--- src/inc/adc_ser_defines.vh ---
// constants of the dual-channel serial output block
// assumes a 100 MHz system clock and a 32-bit APB register bus
`ifndef ADC_SER_DEFINES_VH
`define ADC_SER_DEFINES_VH

// ----------------------------------------------------------------
// register map
// ----------------------------------------------------------------
`define ADDR_CTRL 12'h000
`define ADDR_STAT 12'h004
`define CTRL_FMT_LSB 0
`define CTRL_FMT_MSB 1
`define CTRL_SLEEP_A 2
`define CTRL_SLEEP_B 3
`define CTRL_TEST 4
`define CTRL_ALIGN 5
`define CTRL_LANES 6
`define CTRL_RST 7'h03
`define STAT_LOCKED 0
`define STAT_SLEEP_A 1
`define STAT_SLEEP_B 2
`define STAT_SER_SEL 3
`define STAT_DCS 4
`define STAT_TWOS 5
`define STAT_SINGLE 6

// ----------------------------------------------------------------
// data and timing
// ----------------------------------------------------------------
`define TEST_WORD 12'ha63
`define WORD_BITS 4'hc
`define HALF_WORD 4'h6
`define CLK_PERIOD_NS 10
`define HALF_BIT_NS 40
`define HALF_BIT_CYC ((`HALF_BIT_NS + `CLK_PERIOD_NS - 1) / `CLK_PERIOD_NS)
`define LOCK_TIME_NS 5000
`define LOCK_CYC ((`LOCK_TIME_NS + `CLK_PERIOD_NS - 1) / `CLK_PERIOD_NS)

`endif

--- src/design/adc_serial_out.v ---
// serial output and direct-pin control of a dual 12-bit converter
// assumes pins and sample data arrive asynchronously to clk_sys;
// the APB master runs on clk_sys
//
// The APB interface to the registers and the placing of the registers are this design's own decisions.
`timescale 1ns/1ns
`include "adc_ser_defines.vh"

module adc_serial_out (
  input wire clk_sys,
  input wire rst_n,
  // apb slave
  input wire psel,
  input wire penable,
  input wire pwrite,
  input wire [11:0] paddr,
  input wire [31:0] pwdata,
  output wire pready,
  output wire pslverr,
  output reg [31:0] prdata,
  // converter core and pins
  input wire sample_clk,
  input wire [11:0] sample_a,
  input wire [11:0] sample_b,
  input wire dll_restart,
  input wire serial_ctrl_select,
  input wire [1:0] format_stabilizer_select,
  input wire sleep_request_chan_a,
  input wire sleep_request_chan_b,
  input wire test_pattern_select,
  input wire word_align_select,
  input wire lane_count_select,
  // status toward the core
  output reg duty_stabilizer_on,
  output reg chan_a_powered_down,
  output reg chan_b_powered_down,
  output reg timing_locked,
  // serial link
  output reg forwarded_bit_clock,
  output reg word_frame,
  output reg lane1_chan_a,
  output reg lane1_chan_b,
  output reg lane0_chan_a,
  output reg lane0_chan_b,
  output reg lane0_chan_a_oe,
  output reg lane0_chan_b_oe
);

  localparam SYNC_W = 34;
  localparam integer LOCK_CYC_I = `LOCK_CYC;
  localparam integer HALF_CYC_I = `HALF_BIT_CYC;
  // counts cut to the counter widths on purpose
  localparam [9:0] LOCK_CNT = LOCK_CYC_I[9:0];
  localparam [3:0] HALF_CNT = HALF_CYC_I[3:0];

  // ----------------------------------------------------------------
  // input synchronisers
  // ----------------------------------------------------------------
  wire [SYNC_W-1:0] pin_raw;
  reg [SYNC_W-1:0] pin_meta_ff;
  reg [SYNC_W-1:0] pin_sync_ff;

  assign pin_raw = {sample_b, sample_a, lane_count_select, word_align_select,
                    test_pattern_select, sleep_request_chan_b,
                    sleep_request_chan_a, format_stabilizer_select,
                    serial_ctrl_select, dll_restart, sample_clk};

  // two flops per pin bit
  // sample word shares the clock's stages, so edge and data line up
  genvar gi;
  generate
    for (gi = 0; gi < SYNC_W; gi = gi + 1) begin : g_sync
      always @(posedge clk_sys or negedge rst_n) begin
        if (!rst_n) begin
          pin_meta_ff[gi] <= 1'b0;
          pin_sync_ff[gi] <= 1'b0;
        end else begin
          pin_meta_ff[gi] <= pin_raw[gi];
          pin_sync_ff[gi] <= pin_meta_ff[gi];
        end
      end
    end
  endgenerate

  wire smp_clk_s = pin_sync_ff[0];
  wire restart_s = pin_sync_ff[1];
  wire ser_sel_s = pin_sync_ff[2];
  wire [6:0] pin_ctrl = pin_sync_ff[9:3];
  wire [11:0] smp_a_s = pin_sync_ff[21:10];
  wire [11:0] smp_b_s = pin_sync_ff[33:22];

  // ----------------------------------------------------------------
  // apb registers
  // ----------------------------------------------------------------
  reg [6:0] ctrl_ff;
  wire [31:0] stat_word;
  reg [31:0] rd_mux;
  wire acc = psel & penable;
  wire hit_ctrl = (paddr == `ADDR_CTRL);
  wire hit_stat = (paddr == `ADDR_STAT);

  assign pready = 1'b1;
  // unmapped addresses answer with an error and read zero
  assign pslverr = acc & ~(hit_ctrl | hit_stat);

  // control register write
  always @(posedge clk_sys or negedge rst_n) begin
    if (!rst_n) begin
      ctrl_ff <= `CTRL_RST;
    end else if (acc & pwrite & hit_ctrl) begin
      ctrl_ff <= pwdata[6:0];
    end
  end

  // read mux, unmapped reads zero
  always @* begin
    rd_mux = 32'h0;
    if (hit_ctrl) begin
      rd_mux = {25'h0, ctrl_ff};
    end else if (hit_stat) begin
      rd_mux = stat_word;
    end
  end

  // read data snapped in setup phase, held through access
  always @(posedge clk_sys or negedge rst_n) begin
    if (!rst_n) begin
      prdata <= 32'h0;
    end else if (psel & ~penable) begin
      prdata <= rd_mux;
    end
  end

  // ----------------------------------------------------------------
  // setting selection and decode
  // ----------------------------------------------------------------
  // registers override pins when serial_ctrl_select is high
  wire [6:0] eff = ser_sel_s ? ctrl_ff : pin_ctrl;
  wire [1:0] fmt = eff[`CTRL_FMT_MSB:`CTRL_FMT_LSB];
  wire twos = fmt[1];
  wire dcs = fmt[1] ^ fmt[0];
  wire sleep_a = eff[`CTRL_SLEEP_A];
  wire sleep_b = eff[`CTRL_SLEEP_B];
  wire test_on = eff[`CTRL_TEST];
  wire single = eff[`CTRL_LANES];
  wire aligned = eff[`CTRL_ALIGN] & ~single;
  // device power-down needs both channels asleep
  wire dev_sleep = sleep_a & sleep_b;

  assign stat_word = {25'h0, single, twos, dcs, ser_sel_s, chan_b_powered_down,
                      chan_a_powered_down, timing_locked};

  always @(posedge clk_sys or negedge rst_n) begin
    if (!rst_n) begin
      duty_stabilizer_on <= 1'b0;
      chan_a_powered_down <= 1'b0;
      chan_b_powered_down <= 1'b0;
    end else begin
      duty_stabilizer_on <= dcs;
      chan_a_powered_down <= sleep_a;
      chan_b_powered_down <= sleep_b;
    end
  end

  // ----------------------------------------------------------------
  // timing loop restart
  // ----------------------------------------------------------------
  reg [9:0] lock_cnt_ff;

  // counter parks at its end value; lock holds until next restart
  // relock interval after restart
  always @(posedge clk_sys or negedge rst_n) begin
    if (!rst_n) begin
      lock_cnt_ff <= 10'h0;
      timing_locked <= 1'b0;
    end else if (restart_s) begin
      lock_cnt_ff <= 10'h0;
      timing_locked <= 1'b0;
    end else if (lock_cnt_ff != LOCK_CNT) begin
      lock_cnt_ff <= lock_cnt_ff + 10'h1;
      timing_locked <= 1'b0;
    end else begin
      timing_locked <= 1'b1;
    end
  end

  // ----------------------------------------------------------------
  // sample capture
  // ----------------------------------------------------------------
  reg smp_prev_ff;
  reg pick_ff;
  reg [11:0] hold1_ff [0:1];
  reg [11:0] hold0_ff [0:1];
  wire smp_edge = smp_clk_s & ~smp_prev_ff;
  wire [1:0] ch_awake = {~sleep_b, ~sleep_a};
  wire [11:0] raw [0:1];

  assign raw[0] = smp_a_s;
  assign raw[1] = smp_b_s;

  // sample clock edge and lane toggle
  // single lane parks the toggle so dual lane restarts on lane 1
  always @(posedge clk_sys or negedge rst_n) begin
    if (!rst_n) begin
      smp_prev_ff <= 1'b0;
      pick_ff <= 1'b0;
    end else begin
      smp_prev_ff <= smp_clk_s;
      if (smp_edge & ~single) begin
        pick_ff <= ~pick_ff;
      end else if (single) begin
        pick_ff <= 1'b0;
      end
    end
  end

  // ----------------------------------------------------------------
  // bit clock and frame
  // ----------------------------------------------------------------
  reg [3:0] div_ff;
  reg [3:0] idx_ff;
  wire bit_ev = ~dev_sleep & (div_ff == 4'h0);
  wire start1 = bit_ev & (idx_ff == 4'h0);
  wire start0 = bit_ev & (idx_ff == (aligned ? 4'h0 : `HALF_WORD));

  // power-down parks divider and index so wake starts a fresh word
  // clocks low in power-down
  always @(posedge clk_sys or negedge rst_n) begin
    if (!rst_n) begin
      div_ff <= 4'h0;
      idx_ff <= 4'h0;
      forwarded_bit_clock <= 1'b0;
      word_frame <= 1'b0;
    end else if (dev_sleep) begin
      div_ff <= 4'h0;
      idx_ff <= 4'h0;
      forwarded_bit_clock <= 1'b0;
      word_frame <= 1'b0;
    end else begin
      div_ff <= (div_ff == 4'h0) ? HALF_CNT - 4'h1 : div_ff - 4'h1;
      if (bit_ev) begin
        forwarded_bit_clock <= ~forwarded_bit_clock;
        idx_ff <= (idx_ff == `WORD_BITS - 4'h1) ? 4'h0 : idx_ff + 4'h1;
        if (idx_ff == 4'h0) begin
          word_frame <= 1'b1;
        end else if (idx_ff == `HALF_WORD) begin
          word_frame <= 1'b0;
        end
      end
    end
  end

  // ----------------------------------------------------------------
  // per-channel serializers
  // ----------------------------------------------------------------
  reg [11:0] sh1_ff [0:1];
  reg [11:0] sh0_ff [0:1];
  reg [1:0] l1_ff;
  reg [1:0] l0_ff;

  genvar ch;
  generate
    for (ch = 0; ch < 2; ch = ch + 1) begin : g_ch
      wire [11:0] conv = {raw[ch][11] ^ twos, raw[ch][10:0]};
      // test word bypasses the format conversion
      // test word replaces data
      wire [11:0] word = test_on ? `TEST_WORD : conv;

      always @(posedge clk_sys or negedge rst_n) begin
        if (!rst_n) begin
          hold1_ff[ch] <= 12'h0;
          hold0_ff[ch] <= 12'h0;
        end else if (smp_edge & ch_awake[ch]) begin
          if (single | ~pick_ff) begin
            hold1_ff[ch] <= word;
          end else begin
            hold0_ff[ch] <= word;
          end
        end
      end

      always @(posedge clk_sys or negedge rst_n) begin
        if (!rst_n) begin
          sh1_ff[ch] <= 12'h0;
          sh0_ff[ch] <= 12'h0;
          l1_ff[ch] <= 1'b0;
          l0_ff[ch] <= 1'b0;
        end else if (bit_ev & ch_awake[ch]) begin
          if (start1) begin
            l1_ff[ch] <= hold1_ff[ch][11];
            sh1_ff[ch] <= {hold1_ff[ch][10:0], 1'b0};
          end else begin
            l1_ff[ch] <= sh1_ff[ch][11];
            sh1_ff[ch] <= {sh1_ff[ch][10:0], 1'b0};
          end
          if (single) begin
            l0_ff[ch] <= l0_ff[ch];
          end else if (start0) begin
            l0_ff[ch] <= hold0_ff[ch][11];
            sh0_ff[ch] <= {hold0_ff[ch][10:0], 1'b0};
          end else begin
            l0_ff[ch] <= sh0_ff[ch][11];
            sh0_ff[ch] <= {sh0_ff[ch][10:0], 1'b0};
          end
        end
      end
    end
  endgenerate

  // ----------------------------------------------------------------
  // lane outputs
  // ----------------------------------------------------------------
  // lane 0 level kept in single lane; only its enable drops
  // lane 0 released in single lane
  always @(posedge clk_sys or negedge rst_n) begin
    if (!rst_n) begin
      lane0_chan_a_oe <= 1'b0;
      lane0_chan_b_oe <= 1'b0;
    end else begin
      lane0_chan_a_oe <= ~single;
      lane0_chan_b_oe <= ~single;
    end
  end

  // data pins straight from lane flops
  always @* begin
    lane1_chan_a = l1_ff[0];
    lane1_chan_b = l1_ff[1];
    lane0_chan_a = l0_ff[0];
    lane0_chan_b = l0_ff[1];
  end

endmodule // adc_serial_out

--- config.mk ---
export PLATFORM = sky130hd
export DESIGN_NAME = adc_serial_out
export DESIGN_NICKNAME = d
export VERILOG_FILES = /design/src/design/adc_serial_out.v
export VERILOG_INCLUDE_DIRS = /design/src /design/src/inc
export SDC_FILE = /design/constraint.sdc
export NUM_CORES = 1
export LEC_CHECK = 0
export ABC_AREA = 0
export BUFFER_PORTS_ARGS = -buffer_cell sky130_fd_sc_hd__buf_2
export CORE_MARGIN = 4
export CORE_UTILIZATION = 41
export CTS_CLUSTER_SIZE = 8
export DETAILED_ROUTE_END_ITERATION = 16
export PLACE_DENSITY = 0.69
export SKIP_CTS_REPAIR_TIMING = 1
export SYNTH_ARGS = -nofsm -noshare
export SYNTH_HDL_FRONTEND = slang
export SYNTH_SLANG_ARGS = --single-unit
--- constraint.sdc ---
create_clock -name clk_sys -period 4.4 [get_ports clk_sys]
set_input_delay 0.66 -clock clk_sys [delete_from_list [all_inputs] [get_ports clk_sys]]
set_output_delay 0.66 -clock clk_sys [all_outputs]
set_load 0.005 [all_outputs]
==> impl_results.md, run 1 <==
- Status: complete, no violations
- Yosys reg bits: 205
- Global-route usage over all layers: 0.149
- Antenna violations before repair: 0
- Mean Syn Cell Area: 11.2 sq um
- Vias in the first global route: 5414
- Global-route wire length before repair: 27200 microns
- Synth top area share: 0.627
- DP HPWL: 10400 microns
- GRT overflow: 0
- # diodes: 0
- Detail Route Antenna Nets: 0
- Clock root buffer: clkbuf_16
- Pwr/cell area: 554 mW/mm^2
- Dominant cells by area after synthesis: dfrtp_1 63%, nand2_1 6.9%, o21ai_0 4.5%
- Fraction of layout cells with a size suffix above 1: 0.180
- Final nets: 887
- Reg-to-reg setup timing slack: 1.30 ns
- DR vias/cell: 5.06
- Ys flop type: dfrtp_1
- CTS tree: yes
- Post-synthesis async set-or-reset flop share: 1.00
- Max cap viols: 0
- Number of synthesized flops with an enable pin: 0
- CP max FO: 25
- Die H: 149 microns
- Drt drc: 0
- Sequential share of the synthesized area: 0.633
- Bufs on Longest Clock Path: 3
- Maximum vdd drop: 0.324 mV
- RSZ-0062 raised after global routing: false
- Core area: 0.0195 sq mm
- Pins Over Slew Limit: 0
- Die Footprint: 0.0221 sq mm
- Wire per inst: 15.0 microns
- Critical Path AT: 3.55 ns
- Synth warnings: 0
- Reg2Reg Capture Point: sh1_ff[8]
- DRT Wirelength: 16100 microns
- Worst-Margin Slew: 1.02 ns
- CP Launch Type: register
- Yosys cell types: 55
- Cts bufs inserted: 29
- Worst-Skew Late Latency: 0.54 ns
- Max H-tree Level: 1
- Die W: 149 microns
- Clk pin slew, worst setup/hold paths: 0.05 ns
- Routed via count: 5436
- CTS sink cnt: 205
- Mapped Cells: 722
- Fin crit period: 3.10 ns
- Crit path required time: 4.85 ns
- I/O Buffers: 77
- Critical path type: reg2reg
- Setup violators final: 0
- Starting Density: 0.417
- Layout Utilization: 0.485
- Drt pass-1 iters: 5
- Worst Setup EP: sh1_ff[8]
- Relative slew slack: 0.315
- DR iter-0 viols: 370
- Final setup margin: 1.30 ns
- P&R area growth vs syn: 16.5%
- DP Worst Slack: 1.33 ns
- Worst Skew: 0.0289 ns
- Achievable Freq: 322 MHz
- Reg-to-Reg Start: idx_ff[0]
- Area leader, netlist: dfrtp_1
- Synthesized area: 0.00811 sq mm
- Gpl congestion: 0.774
- Leak Pwr: 0.00433 uW
- CP endpoint kind: register
- TNS Setup: 0 ns
- Min-delay worst type: in2async
- # rows: 51
- Hold Fails Final Rpt: 0
- Pin count of the biggest net entering global routing: 108
- Crit. Startpoint: idx_ff[0]
- Period utilization: 0.706
- Num ports: 129
- R2R cell count: 7
[cell families after synthesis]
| family | synth area share |
|---|---|
| flops | 0.633 |
| other cells | 0.000926 |
| mux | 0.0293 |
| compound gates | 0.134 |
| xor+xnor | 0.0130 |
| buf+inv | 0.0553 |
| simple gates | 0.124 |
| fa+ha+maj | 0.0108 |
[metal layers]
| layer | routed length, microns | global-route usage | up-vias | share of wire |
|---|---|---|---|---|
| met5 | 0 | 0 | - | 0 |
| met3 | 792 | 0.0250 | 24 | 0.049 |
| met1 | 7280 | 0.207 | 2672 | 0.45 |
| met2 | 7680 | 0.236 | 136 | 0.48 |
| li1 | - | - | 2604 | - |
| met4 | 363 | 0.0568 | 0 | 0.023 |
[stage by stage]
step	instances	instance area, sq um	hold WS, ns	total power [uW]
floorplan	746	8200	0.331	3020
global placement	1031	8650	0.332	3280
detailed placement	1031	8650	0.335	3320
CTS	1074	9440	0.100	5300
global route	1074	9440	0.126	5550
finish	1074	9440	0.100	5230
[registers in the layout, indices dropped and copies added, names as in the netlist, 10 cells and up]
signal,flops
lock_cnt_ff,10
hold0_ff,24
g_ch.conv,22
hold1_ff,24
sh0_ff,22
pin_meta_ff,34
sh1_ff,22
[cells in the mapped netlist, types with 3 or more instances]
master	number
dfrtp_1	203
nand2_1	150
o21ai_0	73
buf_4	29
clkbuf_1	25
nor2_1	24
o211ai_1	23
o2111ai_1	22
o22ai_1	22
inv_1	14
buf_2	13
mux2i_1	11
o31ai_1	9
a21oi_1	8
ha_1	7
mux2_4	7
xnor2_1	7
nand4_1	5
nor3_1	5
o21ai_1	5
xor2_1	5
a31oi_1	3
nand3_1	3
nor2b_1	3
nor4_2	3
[report_power, final]
part           switching (uW)  leakage [uW]  internal, uW
clock network             741      0.000385          1190
logic                     550       0.00135           304
registers                 209       0.00259          2230
total                    1500       0.00433          3730
[worst min-delay path by stage]
stage | to | slack (ns) | depth (start not counted)
2_1_floorplan | g_ch[0].conv[0] | 0.33 | 0
3_3_place_gp | g_ch[0].conv[5] | 0.33 | 0
3_5_place_dp | g_ch[0].conv[0] | 0.33 | 0
4_1_cts | lane0_chan_b | 0.10 | 1
5_1_grt | div_ff[1] | 0.13 | 1
6_report | hold0_ff[7] | 0.10 | 1
[final cells by class]
cell class	instances	area (sq um)
inverters	15	56.3
well taps	265	332
fillers	1761	10000
clock buffers	41	771
multi-input cells	457	2630
clock inverters	2	25.0
repair buffers	89	497
flip-flops and latches	205	5130
[worst max-delay path, cell delays in order, from the launching register on]
cell and delay, ns:
dfrtp_1 0.45, inv_1 0.16, ha_1 0.18, or3b_2 0.75, nor4_4 0.86, buf_4 0.32
o22ai_1 0.09, o21ai_0 0.18
[placed cells by master, fill, tap and decap left out, types with 3 or more instances in the layout]
cell	n
nand3_1	3
inv_1	14
nand2_1	150
o211ai_1	23
nor2_1	24
clkbuf_1	12
clkbuf_16	29
nor2b_1	3
o2111ai_1	22
conb_1	26
o22ai_1	22
a31oi_1	3
a21oi_1	8
xnor2_1	7
dfrtp_1	203
o31ai_1	9
nor3_1	5
ha_1	7
o21ai_0	73
buf_2	76
mux2i_1	11
mux2_4	7
xor2_1	5
nand4_1	5
o21ai_1	5
buf_4	11
(Power assumes the default switching activity.)
==> run 2: changes to the inputs <==
Clock period 4.4 ns to 3.2 ns, I/O delays scaled along.
==> run 2 against run 1 <==
  * The run now ends with hold timing left
  * Setup slack got worse by 0.44 ns
  * Sequential share of layout area decreased by 0.058 points
  * Clock-buffer cell count decreased by 2
  * Sequential power increased by 37%
  * Combinational power increased by 36%
  * Critical path depth unchanged
==> impl_results.md, run 2 (same netlist as run 1, synthesis figures left out) <==
- Starting Density: 0.417
- Clock root buffer: clkbuf_16
- RSZ-0062 raised after global routing: false
- Pin count of the biggest net entering global routing: 72
- Hold Fails Final Rpt: 18
- P&R area growth vs syn: 16.6%
- CP max stage cell: or4b_1
- Critical path type: reg2reg
- Reg-to-Reg Start: div_ff[0]
- CTS sink cnt: 205
- Biggest registers after layout: pin_meta_ff (34), hold0_ff (24), hold1_ff (24)
- Reg-to-reg setup timing slack: 0.85 ns
- Die W: 149 microns
- CP endpoint kind: register
- DRT Wirelength: 15800 microns
- WHS: -0.0209 ns
- Status: complete, but fails checks
- Area after DPL: 0.00868 sq mm
- Worst-Skew Late Latency: 0.51 ns
- GRT overflow: 0
- Worst Setup EP: sh0_ff[17]
- Fin crit period: 2.35 ns
- CP max FO: 12
- CP Cell Sequence: inv_1 -> ha_1 -> or4b_1 -> nor4_4 -> o21a_1 -> buf_4 -> o211ai_1
- Fraction of layout cells with a size suffix above 1: 0.185
- Achievable Freq: 426 MHz
- Crit. Startpoint: div_ff[0]
- Crit path buf inv count: 2
- DP HPWL: 10500 microns
- Max reg flops: 34
- Num ports: 129
- Crit path required time: 3.58 ns
- Worst-Margin Slew: 0.785 ns
- Largest register by flop count: pin_meta_ff
- Bufs on Longest Clock Path: 3
- Global-route wire length before repair: 26900 microns
- Critical Path AT: 2.72 ns
- Post-route cell area: 0.00945 sq mm
- Final nets: 892
- Pwr/cell area: 752 mW/mm^2
- Wire per inst: 14.7 microns
- Violated checks: hold timing
- Relative slew slack: 0.475
- I/O Buffers: 77
- Final setup margin: 0.855 ns
- # rows: 51
- Max H-tree Level: 1
- Worst Skew: 0.0121 ns
- Reg2Reg Capture Point: sh0_ff[17]
- Delay-heaviest family, CP: simple AND/OR/NAND/NOR gates
- Levels on crit path: 7
- Maximum vdd drop: 0.545 mV
- Pins Over Slew Limit: 0
- Routed via count: 5335
- CTS tree: yes
- Die Footprint: 0.0221 sq mm
- # diodes: 0
- Clk pin slew, worst setup/hold paths: 0.05 ns
- Setup violators final: 0
- Drt drc: 0
- Most frequent cells in the layout: 203 x dfrtp_1, 150 x nand2_1, 76 x buf_2
- R2R cell count: 7
- Drt pass-1 iters: 4
- Vias in the first global route: 5394
- Antenna violations before repair: 0
- Cts bufs inserted: 29
- Leak Pwr: 0.00434 uW
- DR vias/cell: 4.96
- Delay of the slowest critical-path stage: 0.52 ns
- DR iter-0 viols: 352
- Core area: 0.0195 sq mm
- Period utilization: 0.733
- Commonest non-fill, non-tap cell in the layout: dfrtp_1
- CP Launch Type: register
- Die H: 149 microns
- Gpl congestion: 0.757
- Max cap viols: 0
- Global-route usage over all layers: 0.146
- Detail Route Antenna Nets: 0
- TNS Setup: 0 ns
- Min-delay worst type: in2async
- DP Worst Slack: 0.857 ns
## run 2: worst min-delay path by stage
| stage | endpoint | cells after the start |
|---|---|---|
| 2_1_floorplan | chan_a_powered_down | 0 |
| 3_3_place_gp | restart_s | 0 |
| 3_5_place_dp | g_ch[0].conv[0] | 0 |
| 4_1_cts | sh0_ff[18] | 1 |
| 5_1_grt | lane0_chan_a | 1 |
| 6_report | hold1_ff[18] | 1 |
## run 2: final cells by class
class	instances	area (sq um)
fillers	1756	10000
inverters	15	56.3
clock inverters	1	5.00
clock buffers	39	763
flip-flops and latches	205	5130
well taps	265	332
multi-input cells	457	2630
repair buffers	94	534
## run 2: report_power, final
group / internal [uW] / switching [uW] / total (uW) / leakage, uW
combinational: 419 / 744 / 1160 / 0.00137
clock: 1620 / 981 / 2600 / 0.000373
sequential: 3070 / 285 / 3350 / 0.00259
## run 2: metal layers
layer / vias to the layer above / track usage / wire (microns)
li1: 2615 / - / -
met5: - / 0 / 0
met4: 0 / 0.0365 / 215
met1: 2600 / 0.204 / 7380
met2: 102 / 0.238 / 7570
met3: 18 / 0.0265 / 633
## run 2: stage by stage
stage               utilization  total power (uW)  instances
global route              0.486              7550       1076
finish                    0.486              7110       1076
CTS                       0.486              7200       1076
detailed placement        0.446              4560       1036
floorplan                     -              4150        746
global placement          0.446              4510       1036
## run 2: worst reg2reg max path, cell delays in order (launching register included)
cell and delay, ns:
dfrtp_1 0.39, inv_1 0.08, ha_1 0.17, or4b_1 0.52, nor4_4 0.49, o21a_1 0.23
buf_4 0.20, o211ai_1 0.12
==> run 3: changes to the inputs <==
Clock period 3.2 ns to 2.5 ns, I/O delays scaled along.
==> run 3 against run 2 <==
  * The flow now finishes without violations
  * Sequential power increased by 28%
  * Largest cell class unchanged
  * Cell area increased by 4.3%
  * Highest routed layer unchanged
  * Final cell count increased by 3.8%
  * Sequential share of layout area decreased by 2.2 points
  * Via count increased by 4.9%
  * Total power increased by 30%
  * Critical path depth unchanged
  * Non-clock buffer count increased by 39
==> impl_results.md, run 3 (same netlist as run 1, synthesis figures left out) <==
- Final setup margin: 0.273 ns
- Maximum vdd drop: 0.758 mV
- Num ports: 129
- Cts bufs inserted: 29
- DRT Wirelength: 16600 microns
- Max H-tree Level: 1
- Crit path required time: 2.92 ns
- CTS sink cnt: 205
- Gpl congestion: 0.792
- Fin crit period: 2.23 ns
- DR iter-0 viols: 334
- Worst-Skew Late Latency: 0.53 ns
- Most frequent cells in the layout: 203 x dfrtp_1, 150 x nand2_1, 76 x buf_2
- Critical path type: reg2reg
- CP max FO: 22
- DR vias/cell: 5.01
- # rows: 51
- Leak Pwr: 0.00451 uW
- Max cap viols: 0
- Worst Setup EP: lane1_chan_a
- R2R cell count: 7
- Vias in the first global route: 5354
- Global routing's busiest layer: met2
- Layout Utilization: 0.507
- Drt pass-1 iters: 4
- Reg-to-reg setup timing slack: 0.27 ns
- RSZ-0062 raised after global routing: false
- Routed via count: 5599
- CP Launch Type: register
- Hold Fails Final Rpt: 0
- Reg-to-Reg Start: div_ff[0]
- Min-delay src: pwdata[6]
- Pins Over Slew Limit: 0
- Post-route cell area: 0.00986 sq mm
- Clock root buffer: clkbuf_16
- P&R area growth vs syn: 21.6%
- Status: complete, no violations
- Antenna violations before repair: 0
- Global-route track usage on met3: 0.0244
- Pwr/cell area: 937 mW/mm^2
- Largest register by flop count: pin_meta_ff
- Wire per inst: 14.8 microns
- Placed insts: 1040
- Global-route wire length before repair: 27400 microns
- Crit. Startpoint: div_ff[0]
- Achievable Freq: 449 MHz
- Starting Density: 0.417
- Biggest registers after layout: pin_meta_ff (34), hold0_ff (24), hold1_ff (24)
- Setup violators final: 0
- Pin count of the biggest net entering global routing: 61
- Period utilization: 0.891
- Clk pin slew, worst setup/hold paths: 0.05 ns
- Area after DPL: 0.00873 sq mm
- Grt met2 use: 0.242
- I/O Buffers: 77
- DP Worst Slack: 0.297 ns
- Worst Skew: 0.0204 ns
- GRT overflow: 0
- CP endpoint kind: register
- Reg2Reg Capture Point: lane1_chan_a
- CTS tree: yes
- Worst-Margin Slew: 0.760 ns
- Die Footprint: 0.0221 sq mm
- M1 GR Usage: 0.212
- # diodes: 0
- Final nets: 931
- Min-delay worst type: in2reg
- Final Non-Filler Cells: 1117
- Critical Path AT: 2.65 ns
- Max reg flops: 34
- DP HPWL: 10600 microns
- Bufs on Longest Clock Path: 3
- Global-route usage over all layers: 0.150
- Die W: 149 microns
- Relative slew slack: 0.492
- TNS Setup: 0 ns
- Commonest non-fill, non-tap cell in the layout: dfrtp_1
- Detail Route Antenna Nets: 0
- Die H: 149 microns
- Drt drc: 0
- Core area: 0.0195 sq mm
- Fraction of layout cells with a size suffix above 1: 0.182
run 3: area by class of cell:
type                       instances  area (sq um)
timing repair buffer             133           927
clock inverter                     2          13.8
multi-input combinational        457          2630
clock buffer                      40           767
fill                            1683          9600
sequential                       205          5130
inverter                          15          56.3
tap                              265           332
run 3: report_power, final:
group	total (uW)	switching, uW	internal (uW)	leakage (uW)
registers	4300	379	3920	0.00259
logic	1570	971	602	0.00154
clock network	3370	1280	2080	0.000379
total	9240	2630	6610	0.00451
run 3: worst max-delay path: stages (launching register included):
cell and delay [ns]:
dfrtp_1 0.39, inv_1 0.08, ha_1 0.17, or3b_1 0.52
nor4_4 0.25, buf_4 0.33, o22ai_1 0.17, o21ai_0 0.19
run 3: worst min-delay path by stage:
stage                                     end  cells past startpoint  slack, ns
after global placement        g_ch[0].conv[5]                      0       0.33
final                              ctrl_ff[6]                      2       0.08
after floorplan           chan_a_powered_down                      0       0.08
after global routing               ctrl_ff[6]                      2       0.07
after CTS                          sh0_ff[19]                      1      -0.15
after detailed placement      g_ch[0].conv[7]                      0       0.33
run 3: stage by stage:
stage	power [uW]	hold slack, ns
finish	9240	0.0806
global route	9780	0.0670
CTS	9300	-0.149
detailed placement	5880	0.335
global placement	5820	0.332
floorplan	5320	0.0794
run 3: routing by layer:
layer	routed length [microns]	share of wire
met5	0	0
met4	343	0.021
met3	734	0.044
met2	8140	0.49
met1	7340	0.44
